===== src/verilog/pspr_pkg.sv =====
// Purpose: Shared constants and types of the PLL serial port ends
// Assumes: 250 MHz system clock on both ends
// Notes:   Frame edges count rising serial clock edges from one
package pspr_pkg;
   // Timing
   localparam int PSPR_CLK_NS       = 4;
   localparam int PSPR_SCLK_HALF_NS = 48;
   localparam int PSPR_HALF_CYC     = PSPR_SCLK_HALF_NS / PSPR_CLK_NS;

   // Field widths
   localparam int PSPR_DATA_W  = 24;
   localparam int PSPR_LADDR_W = 6;
   localparam int PSPR_MADDR_W = 5;
   localparam int PSPR_CHIP_W  = 3;

   // Own chip select value on a shared multi-device bus
   localparam logic [2:0] PSPR_CHIP_ADDR = 3'h0;

   // Rising-edge numbers within a frame
   localparam logic [5:0] PSPR_E_RW         = 6'h01;
   localparam logic [5:0] PSPR_E_ADDR_LAST  = 6'h07;
   localparam logic [5:0] PSPR_E_DATA_FIRST = 6'h08;
   localparam logic [5:0] PSPR_E_DATA_LAST  = 6'h1F;
   localparam logic [5:0] PSPR_E_END        = 6'h20;
   localparam logic [5:0] PSPR_E_MDATA_LAST = 6'h18;
   localparam logic [5:0] PSPR_E_SAT        = 6'h3F;

   // Multi-device frame layout, bit 31 first on the wire
   localparam int PSPR_CHIP_SELECT_ADDRESS_FIELD = 0;
   localparam int PSPR_REGISTER_ADDRESS_FIELD    = 3;
   localparam int PSPR_FRAME_DATA_FIELD          = 8;

   // Register 0 fields in multi-device mode
   localparam int PSPR_R0_RADDR_LSB = 0;
   localparam int PSPR_R0_SRST_BIT  = 5;

   // Link bit positions in the device's sampled vector
   localparam int PSPR_IDX_SDI  = 0;
   localparam int PSPR_IDX_SCLK = 1;
   localparam int PSPR_IDX_ENA  = 2;

   // Host register word offsets
   localparam logic [2:0] PSPR_OFS_CTRL  = 3'h0;
   localparam logic [2:0] PSPR_OFS_ADDR  = 3'h1;
   localparam logic [2:0] PSPR_OFS_WDATA = 3'h2;
   localparam logic [2:0] PSPR_OFS_CHIP  = 3'h3;
   localparam logic [2:0] PSPR_OFS_RDATA = 3'h4;

   // Control and status bits
   localparam int PSPR_CTRL_KIND_LSB = 0;
   localparam int PSPR_CTRL_START    = 2;
   localparam int PSPR_STAT_BUSY     = 0;
   localparam int PSPR_STAT_DONE     = 1;

   typedef enum logic [1:0] {
      PSPR_K_LREAD  = 2'h0,
      PSPR_K_MWRITE = 2'h1,
      PSPR_K_MREAD  = 2'h2
   } pspr_kind_t;

   typedef enum logic [1:0] {
      PSPR_M_NONE   = 2'h0,
      PSPR_M_LEGACY = 2'h1,
      PSPR_M_MULTI  = 2'h3
   } pspr_mode_t;

   typedef enum logic [2:0] {
      PSPR_H_IDLE = 3'h0,
      PSPR_H_LEAD = 3'h1,
      PSPR_H_HIGH = 3'h3,
      PSPR_H_LOW  = 3'h2,
      PSPR_H_TAIL = 3'h6,
      PSPR_H_GAP  = 3'h4
   } pspr_hstate_t;
endpackage : pspr_pkg


===== src/verilog/pspr_if.sv =====
// Purpose: Four-wire serial link between host and PLL serial port
// Assumes: All wires one-way, the shared pin driven only by the device
// Notes:   No clocking block; both ends sample on their own clock
`timescale 1ns/100ps
interface pspr_if;
   logic serial_port_enable;
   logic sclk;
   logic sdi;
   logic lock_or_serial_out_pin;

   modport device (
      input  serial_port_enable,
      input  sclk,
      input  sdi,
      output lock_or_serial_out_pin
   );

   modport host (
      output serial_port_enable,
      output sclk,
      output sdi,
      input  lock_or_serial_out_pin
   );
endinterface : pspr_if


===== src/verilog/pspr_host.sv =====
// Purpose: Host end that drives the PLL serial port from registers
// Assumes: Avalon-MM slave with word addresses and waitrequest
// Notes:   Serial clock made by a divider; half period is HALF clocks
//
// The Avalon-MM slave port and the register offsets were left to the implementer.
`timescale 1ns/100ps
module pspr_host
   import pspr_pkg::*;
#(
   parameter int HALF = PSPR_HALF_CYC
) (
   input  wire logic        ref_clk_i,
   input  wire logic        rst_n_i,
   input  wire logic        ce_i,
   pspr_if.host             link,
   input  wire logic [2:0]  avs_address_i,
   input  wire logic        avs_read_i,
   input  wire logic        avs_write_i,
   input  wire logic [31:0] avs_writedata_i,
   output logic      [31:0] avs_readdata_o,
   output logic             avs_waitrequest_o
);

   localparam logic [7:0] HALF_M1 = 8'(HALF - 1);

   function automatic logic [31:0] frame_of(input pspr_kind_t k,
                                            input logic [5:0] a,
                                            input logic [23:0] d,
                                            input logic [2:0] c);
      logic [31:0] f;
      f = 32'h0000_0000;
      unique case (k)
         PSPR_K_MWRITE: f = {d, a[4:0], c};
         // Same register-zero frame sent twice for a read
         PSPR_K_MREAD:  f = {19'h0_0000, a[4:0], 5'h00, c};
         default:       f = {1'b1, a, 25'h000_0000};
      endcase
      return f;
   endfunction : frame_of

   pspr_kind_t         kind;
   pspr_kind_t         kind_w;
   pspr_hstate_t       st;
   logic        [5:0]  addr;
   logic        [23:0] wdata;
   logic        [2:0]  chip;
   logic        [23:0] rdata;
   logic        [23:0] rx;
   logic        [31:0] sh;
   logic        [31:0] frm;
   logic        [31:0] frm_w;
   logic        [7:0]  div;
   logic        [5:0]  cnt;
   logic               busy;
   logic               done;
   logic               second;
   logic               legacy;
   logic               acc;
   logic               start;
   logic               grab;
   logic               p1;
   logic               p2;
   logic               p3;
   logic               plvl;
   logic               ena_q;
   logic               sclk_q;
   logic               sdi_q;

   assign acc    = (avs_read_i | avs_write_i) & ~avs_waitrequest_o;
   assign kind_w = pspr_kind_t'(avs_writedata_i[PSPR_CTRL_KIND_LSB +: 2]);
   assign start  = acc & avs_write_i & (avs_address_i == PSPR_OFS_CTRL)
                 & avs_writedata_i[PSPR_CTRL_START] & ~busy;
   assign frm    = frame_of(kind, addr, wdata, chip);
   assign frm_w  = frame_of(kind_w, addr, wdata, chip);
   assign grab   = legacy ? (cnt >= PSPR_E_DATA_FIRST
                             && cnt <= PSPR_E_DATA_LAST)
                          : (cnt >= PSPR_E_RW
                             && cnt <= PSPR_E_MDATA_LAST);

   // One wait cycle per request, then the answer
   always_ff @(posedge ref_clk_i or negedge rst_n_i) begin
      if (!rst_n_i) begin
         avs_waitrequest_o <= 1'b1;
         avs_readdata_o    <= 32'h0000_0000;
         kind              <= PSPR_K_LREAD;
         addr              <= 6'h00;
         wdata             <= 24'h00_0000;
         chip              <= 3'h0;
      end else if (ce_i) begin
         avs_waitrequest_o <= ~((avs_read_i | avs_write_i)
                                & avs_waitrequest_o);
         // Loaded a cycle early so it stands at the accepting edge
         if (avs_read_i && avs_waitrequest_o) begin
            unique case (avs_address_i)
               PSPR_OFS_CTRL:  avs_readdata_o <= {30'h0, done, busy};
               PSPR_OFS_ADDR:  avs_readdata_o <= {26'h0, addr};
               PSPR_OFS_WDATA: avs_readdata_o <= {8'h00, wdata};
               PSPR_OFS_CHIP:  avs_readdata_o <= {29'h0, chip};
               PSPR_OFS_RDATA: avs_readdata_o <= {8'h00, rdata};
               default:        avs_readdata_o <= 32'h0000_0000;
            endcase
         end
         if (acc && avs_write_i) begin
            unique case (avs_address_i)
               PSPR_OFS_CTRL:  if (!busy) kind <= kind_w;
               PSPR_OFS_ADDR:  addr <= avs_writedata_i[5:0];
               PSPR_OFS_WDATA: wdata <= avs_writedata_i[23:0];
               PSPR_OFS_CHIP:  chip <= avs_writedata_i[2:0];
               default:        ;
            endcase
         end
      end
   end

   // Shared pin comes from the device's clock domain
   always_ff @(posedge ref_clk_i or negedge rst_n_i) begin
      if (!rst_n_i) begin
         p1   <= 1'b0;
         p2   <= 1'b0;
         p3   <= 1'b0;
         plvl <= 1'b0;
      end else if (ce_i) begin
         p1 <= link.lock_or_serial_out_pin;
         p2 <= p1;
         p3 <= p2;
         if (p2 == p3) begin
            plvl <= p3;
         end
      end
   end

   // Frame engine: one state step per half serial clock
   always_ff @(posedge ref_clk_i or negedge rst_n_i) begin
      if (!rst_n_i) begin
         st     <= PSPR_H_IDLE;
         busy   <= 1'b0;
         done   <= 1'b0;
         second <= 1'b0;
         legacy <= 1'b0;
         sh     <= 32'h0000_0000;
         rx     <= 24'h00_0000;
         rdata  <= 24'h00_0000;
         div    <= 8'h00;
         cnt    <= 6'h00;
         ena_q  <= 1'b0;
         sclk_q <= 1'b0;
         sdi_q  <= 1'b0;
      end else if (ce_i) begin
         if (st != PSPR_H_IDLE && div != 8'h00) begin
            div <= div - 8'h01;
         end else begin
            div <= HALF_M1;
            unique case (st)
               PSPR_H_IDLE: if (start) begin
                  busy   <= 1'b1;
                  done   <= 1'b0;
                  second <= (kind_w == PSPR_K_MREAD);
                  legacy <= (kind_w == PSPR_K_LREAD);
                  sh     <= frm_w;
                  sdi_q  <= frm_w[31];
                  ena_q  <= (kind_w == PSPR_K_LREAD);
                  cnt    <= 6'h00;
                  st     <= PSPR_H_LEAD;
               end
               PSPR_H_LEAD, PSPR_H_LOW: begin
                  sclk_q <= 1'b1;
                  cnt    <= cnt + 6'h01;
                  st     <= PSPR_H_HIGH;
               end
               PSPR_H_HIGH: begin
                  sclk_q <= 1'b0;
                  sh     <= {sh[30:0], 1'b0};
                  sdi_q  <= sh[30];
                  if (grab) begin
                     rx <= {rx[22:0], plvl};
                  end
                  st <= (cnt == PSPR_E_END) ? PSPR_H_TAIL : PSPR_H_LOW;
               end
               PSPR_H_TAIL: if (!legacy && !ena_q) begin
                  ena_q <= 1'b1;
               end else begin
                  ena_q <= 1'b0;
                  st    <= PSPR_H_GAP;
               end
               PSPR_H_GAP: if (second) begin
                  second <= 1'b0;
                  sh     <= frm;
                  sdi_q  <= frm[31];
                  cnt    <= 6'h00;
                  st     <= PSPR_H_LEAD;
               end else begin
                  busy  <= 1'b0;
                  done  <= 1'b1;
                  rdata <= rx;
                  st    <= PSPR_H_IDLE;
               end
               default: st <= PSPR_H_IDLE;
            endcase
         end
      end
   end

   assign link.serial_port_enable = ena_q;
   assign link.sclk               = sclk_q;
   assign link.sdi                = sdi_q;

endmodule : pspr_host


===== src/flat_wrapper.sv =====
// flat-port wrapper written by rule: the top's interface ports become plain ports
module pspr_host_flat import pspr_pkg::*;
#(
   parameter int HALF = PSPR_HALF_CYC
)
  (ref_clk_i, rst_n_i, ce_i, avs_address_i, avs_read_i, avs_write_i, avs_writedata_i, avs_readdata_o, avs_waitrequest_o, link_serial_port_enable, link_sclk, link_sdi, link_lock_or_serial_out_pin);
  pspr_if link_i ();
  input  wire logic ref_clk_i;
  input  wire logic rst_n_i;
  input  wire logic ce_i;
  input  wire logic [2:0] avs_address_i;
  input  wire logic avs_read_i;
  input  wire logic avs_write_i;
  input  wire logic [31:0] avs_writedata_i;
  output logic      [31:0] avs_readdata_o;
  output logic avs_waitrequest_o;
  output wire logic [$bits(link_i.serial_port_enable)-1:0] link_serial_port_enable;
  output wire logic [$bits(link_i.sclk)-1:0] link_sclk;
  output wire logic [$bits(link_i.sdi)-1:0] link_sdi;
  input wire logic [$bits(link_i.lock_or_serial_out_pin)-1:0] link_lock_or_serial_out_pin;
  assign link_serial_port_enable = link_i.serial_port_enable;
  assign link_sclk = link_i.sclk;
  assign link_sdi = link_i.sdi;
  assign link_i.lock_or_serial_out_pin = link_lock_or_serial_out_pin;
  pspr_host #(.HALF(HALF)) u_core (.ref_clk_i(ref_clk_i), .rst_n_i(rst_n_i), .ce_i(ce_i), .link(link_i), .avs_address_i(avs_address_i), .avs_read_i(avs_read_i), .avs_write_i(avs_write_i), .avs_writedata_i(avs_writedata_i), .avs_readdata_o(avs_readdata_o), .avs_waitrequest_o(avs_waitrequest_o));
endmodule

===== config.mk =====
export PLATFORM = sky130hd
export DESIGN_NAME = pspr_host_flat
export DESIGN_NICKNAME = d
export VERILOG_FILES = /design/src/verilog/pspr_pkg.sv /design/src/verilog/pspr_if.sv /design/src/verilog/pspr_host.sv /design/src/flat_wrapper.sv
export SDC_FILE = /design/constraint.sdc
export NUM_CORES = 1
export LEC_CHECK = 0
export ABC_AREA = 1
export BUFFER_PORTS_ARGS = -buffer_cell sky130_fd_sc_hd__buf_2
export CORE_ASPECT_RATIO = 0.75
export CORE_MARGIN = 2
export CORE_UTILIZATION = 50
export DETAILED_ROUTE_END_ITERATION = 12
export PLACE_DENSITY_LB_ADDON = 0.12
export SYNTH_ARGS = -nofsm -noshare
export SYNTH_HDL_FRONTEND = slang
export SYNTH_SLANG_ARGS = --single-unit

===== constraint.sdc =====
create_clock -name ref_clk_i -period 2.2 [get_ports ref_clk_i]
set_input_delay 0.11 -clock ref_clk_i [delete_from_list [all_inputs] [get_ports ref_clk_i]]
set_output_delay 0.11 -clock ref_clk_i [all_outputs]
set_load 0.01 [all_outputs]

# Yosys cells after proc, flatten, opt, wreduce, memory -nomap -nowiden
# Cells that the tools add are included.
[op_classes]
n_addsub = 2
n_lt_le_gt_ge = 4
n_eq_ne = 19
mux = 31
bitwise = 12
n_reduce_logical = 35
[op_table]
columns = ["op", "n"]
rows = [
  ["one-hot mux 32 bit (2 select lines)", 2],
  ["one-hot mux 24 bit (5 select lines)", 1],
  ["one-hot mux 31 bit (3 select lines)", 1],
  ["2-to-1 mux 31 bit", 2],
  ["AND reduction 4 bit", 7],
  ["one-hot mux 6 bit (3 select lines)", 1],
  ["one-hot mux 3 bit (5 select lines)", 1],
  ["AND reduction 5 bit", 3],
  ["== test 3 x 2 -> 1 bit, second input constant", 4],
  ["<= comparator 6 x 5 -> 1 bit, second input constant", 2],
  ["2-to-1 mux 6 bit", 2],
  ["AND reduction 3 bit", 4],
  ["2-to-1 mux 1 bit", 11],
  ["one-hot mux 1 bit (2 select lines)", 5],
  ["== test 3 bit, second input constant", 3],
  ["2-to-1 mux 3 bit", 3],
  ["nonzero test 3 bit", 3],
  ["2-to-1 mux 8 bit", 1],
  ["nonzero test 8 bit", 1],
  ["subtractor 8 x 1 -> 8 bit, second input constant", 1],
  ["adder 6 x 1 -> 6 bit, second input constant", 1],
  ["bitwise AND 1 bit", 6],
  ["== test 3 x 1 -> 1 bit, second input constant", 2],
  ["== test 6 bit, second input constant", 1],
  ["other kinds (17)", 35],
]
[word_totals]
ff_bits = 175
input_bits = 41
out_inout_bits = 36
wordCells = 126

# Logic depth before layout (Yosys ltp)
[logic_depth]
ltp_word = 8
depth_mapped = 11
ltp_nobuf = 10

# Worst setup path before layout
# No wires, ideal clock.
[synth_timing]
kind = "reg-to-reg"
from = "register u_core.div[0]"
to = "register u_core.rdata[14]"
setup_time_ns = 0.133
arrival_time_ns = 1.463
required_ns = 2.067
path_slack_ns = 0.604
path_stages_with_launch = 11
path_buffers = 3
period_less_slack_ns = 1.596
cell_sequence = "dfrtp_1 inv_1 ha_1 nand2_1 o21ai_2 buf_6 nand4_4 buf_6 buf_6 nand2_1 o21ai_0"
[synth_via]
elab_chain_len = 4
[synth_lines]
columns = ["item", "line_no", "text"]
rows = [
  ["start, declared", "pspr_host.sv:52", "logic [7:0] div;"],
  ["start signal, assigned", "pspr_host.sv:150", "div <= div - 8'h01;"],
  ["nonzero test 8 bit", "pspr_host.sv:149", "if (st != PSPR_H_IDLE && div != 8'h00) begin"],
  ["logical AND 1 bit", "pspr_host.sv:149", ""],
  ["NOT 1 bit (no line)", "-", ""],
  ["AND reduction 4 bit (no line)", "-", ""],
  ["end signal, assigned", "pspr_host.sv:194", "rdata <= rx;"],
  ["end, declared", "pspr_host.sv:47", "logic [23:0] rdata;"],
]
# Every way passes these cells.
# A chain may end at the register's enable or synchronous reset.

# Worst setup path after layout
[layout_timing]
from = "register u_core.div[0]"
to = "register u_core.rdata[17]"
# The elaborated chain is that of the path after synthesis.

==> metrics.csv <==
stage;metric;value;unit
detailed_routing;DRC;0;
floorplan;Die Ht;118;µm
floorplan;Initial Util;51.1;%
timing;final clock skew;0.0111;ns
yosys;Mapped Area;0.00860;mm²
grt;first-pass GRT wire length;36.5;mm
detailed_routing;drt pass-1 iters;6;
power_and_ir_drop;P_int;6340;µW
clock_tree;CTS Hold Bufs;25;
worst_setup_path;Worst path slowest cell;dfrtp_1;
floorplan;IO Count;77;
grt;pin count of the biggest net entering global routing;74;
power_and_ir_drop;leakage;0.00535;µW
placed_design;post-detail-place hpwl;14.6;mm
worst_setup_path;critical path arrival;2.23;ns
detailed_routing;Iter 0 DRT Violations;746;
clock_tree;Root Driver;clkbuf_16;
detailed_routing;routed len/inst;15.0;µm
clock_tree;CTS tree;built;
finish;Antenna Cells;0;
worst_setup_path;Setup Crit Path Kind;flip-flop to flip-flop;
power_and_ir_drop;Switching Share;39.5;%
timing;Setup WS post-layout;0.269;ns
yosys;yosys warns;0;
timing;Final setup viols;0;
worst_setup_path;Worst setup SP type;flip-flop;
worst_setup_path;Worst Setup End Kind;flip-flop;
clock_tree;Clock Tree Buf Depth;2;
timing;final worst-path cycle share;87.8;%
power_and_ir_drop;PD cells;1050;mW/mm²
finish;area grow syn2layout;15.9;%
power_and_ir_drop;sequential share of power;40.9;%
worst_setup_path;CP max FO;48;
floorplan;Row Count;41;
grt;initial antenna violation count;0;
timing;Max Slew Vio Count;0;
detailed_routing;Routed Antenna Nets;0;
power_and_ir_drop;Clk pwr share;29.5;%
worst_setup_path;CP Cell Sequence;inv_1, ha_1, nand2_1, o21ai_2, buf_4, nand4_4, buf_4, nand2_1, o21ai_0;
worst_setup_path;CP required;2.50;ns
grt;vias in the first global route;6958;
power_and_ir_drop;switching power;4130;µW
clock_tree;H-tree Lvls;4;
clock_tree;post_cts resized;0;
power_and_ir_drop;VDD IR max;0.549;mV
clock_tree;worst skew pair latency;0.44;ns
floorplan;core area;0.0168;mm²
yosys;Cells after Synth;1156;
timing;worst-margin pin slew;0.736;ns
grt;Tot GR Track Use;25.1;%
placed_design;routability congestion estimate;0.863;
timing;Setup TNS;0;ns
floorplan;chip width;155;µm
timing;Final Hold Fails;0;
hold_path;Hold Crit Class;primary input to flip-flop;
yosys;post-synthesis register bit count;167;
detailed_routing;via count;7474;
job;maxcap violations;0;
clock_tree;Inserted Clock Buffers;17;
placed_design;Setup WS pre-CTS;0.292;ns
timing;Final min period;1.93;ns
finish;Fillers;1580;
outcome;status;finished, final reports clean;
grt;total grt overflow;0;
finish;fraction of layout cells with a size suffix above 1;10.8;%
clock_tree;CTS sink cnt;167;
placed_design;Port Buf Inserts;60;
finish;Layout Nets;1285;
floorplan;Die ar.;0.0183;mm²
yosys;Seq/Total Area, Yosys;48.6;%
worst_setup_path;slowest stage delay, CP;0.37;ns
yosys;synthesized area per cell;7.44;µm²
clock_tree;# Post-CTS Setup Buffers;0;
detailed_routing;Total Routed Length;22.0;mm
timing;RSZ-0062 raised after global routing;no;
yosys;post-synth cell types;34;
clock_tree;Clk pin slew, worst setup/hold paths;0.07;ns
timing;max frequency;518;MHz
timing;max_slew headroom;50.5;%
detailed_routing;Avg Vias per Cell;5.12;
power_and_ir_drop;Logic pwr share;29.6;%
## cells in the mapped netlist, drive strengths merged
| cell | instances | area [µm²] |
|---|---|---|
| nand2 | 356 | 1340 |
| nand4 | 6 | 52.6 |
| dfrtp | 166 | 4150 |
| o211ai | 6 | 45.0 |
| xnor2 | 4 | 35.0 |
| conb | 1 | 3.75 |
| nand3 | 96 | 503 |
| clkbuf | 24 | 90.1 |
| nor3 | 3 | 20.0 |
| ha | 11 | 138 |
| o21a | 3 | 22.5 |
| buf | 35 | 243 |
| o21ai | 122 | 614 |
| o22ai | 12 | 75.1 |
| nand3b | 3 | 22.5 |
| or2 | 1 | 6.26 |
| dfstp | 1 | 26.3 |
| a21oi | 25 | 125 |
| inv | 161 | 604 |
| xor2 | 3 | 26.3 |
| nor2 | 117 | 452 |
## kinds of logic (layout without fill, tap and decap cells)
family                     Yosys count  after routing  share of synthesized area [%]
adders and majority gates           11             11                           1.60
AOI/OAI and AO/OA                  168            168                           10.3
other                                1              8                         0.0436
and+or+nand+nor                    582            582                           27.9
buffers and inverters              220            303                           10.9
DFF                                167            167                           48.6
xor gates and xnor gates             7              7                          0.713
## worst max-delay path: cells and delay by family (launching register included)
kind | cells | cell delay, ns
AOI/OAI and AO/OA | 2 | 0.33
adders and majority gates | 1 | 0.19
DFF | 1 | 0.37
buffers and inverters | 3 | 0.63
and+or+nand+nor | 3 | 0.26
## path summary, 6_finish.rpt
path / startpoint / to / slack (ns) / depth (start not counted)
setup / recovery: u_core.div[0] / u_core.rdata[17] / 0.27 / 9
hold / removal: avs_writedata_i[2] / u_core.addr[2] / 0.02 / 3
setup reg to reg: u_core.div[0] / u_core.rdata[17] / 0.27 / 9
hold reg to reg: u_core.p1 / u_core.p1 / 0.48 / 2
max in group asynchronous: rst_n_i / u_core.sh[27] / 1.20 / 3
min in group asynchronous: rst_n_i / u_core.p2 / 0.26 / 2
## final cells by class
class / count / area [µm²] / area share [%]
Timing Repair Buffer: 110 / 782 / 7.84
Clock buffer: 17 / 425 / 4.27
Inverter: 161 / 604 / 6.06
Clock inverter: 15 / 200 / 2.01
Tap cell: 215 / 269 / 2.70
Multi-Input combinational cell: 776 / 3510 / 35.2
Sequential cell: 167 / 4180 / 41.9
## sequential cells by signal (all words and copies together), names as in the netlist, 2 cells and up
register               flops
u_core.rx                 24
u_core.cnt                 6
u_core.sh                 31
u_core.div                 8
u_core.chip                3
u_core.rdata              24
u_core.st                  3
u_core.kind                2
u_core.avs_readdata_o     24
u_core.wdata              24
u_core.addr                6
## layer usage
layer / wire, µm / vias to the layer above / share of wire, % / GRT usage (%)
met5: 0 / - / 0 / 0
met4: 187 / 0 / 0.85 / 4.93
met3: 1390 / 17 / 6.3 / 4.75
met2: 9250 / 217 / 42 / 35.0
met1: 11200 / 3500 / 51 / 40.3
li1: - / 3740 / - / -
## cell usage in the layout (no fill, tap or decap), drive strengths merged, types with 4 or more instances in the layout
| master | netlist | layout |
|---|---|---|
| conb | 1 | 8 |
| o211ai | 6 | 6 |
| ha | 11 | 11 |
| o21ai | 122 | 122 |
| nand2 | 356 | 356 |
| clkbuf | 24 | 17 |
| clkinv | 0 | 9 |
| buf | 35 | 85 |
| a21oi | 25 | 25 |
| nand4 | 6 | 6 |
| dlygate4sd3 | 0 | 25 |
| nand3 | 96 | 96 |
| nor2 | 117 | 117 |
| o22ai | 12 | 12 |
| dfrtp | 166 | 166 |
| inv | 161 | 166 |
| xnor2 | 4 | 4 |
## power groups by stage
| stage | sequential (µW) | clock (µW) | combinational (µW) |
|---|---|---|---|
| floorplan | 4190 | 0 | 2270 |
| global placement | 4300 | 0 | 2990 |
| detailed placement | 4310 | 0 | 3050 |
| CTS | 4270 | 3130 | 3100 |
| global route | 4370 | 3260 | 3580 |
| finish | 4280 | 3090 | 3100 |
## per-stage QoR
stage,area [µm²],util [%],cells,total power [µW],hold WS (ns)
floorplan,8630,-,1163,6460,-0.186
global placement,9090,54.0,1404,7290,0.190
detailed placement,9090,54.0,1404,7360,0.192
CTS,9970,59.3,1461,10500,0.0156
global route,9970,59.3,1461,11200,0.0294
finish,9970,59.3,1461,10500,0.0226
Power figures use the tool's default switching activity.
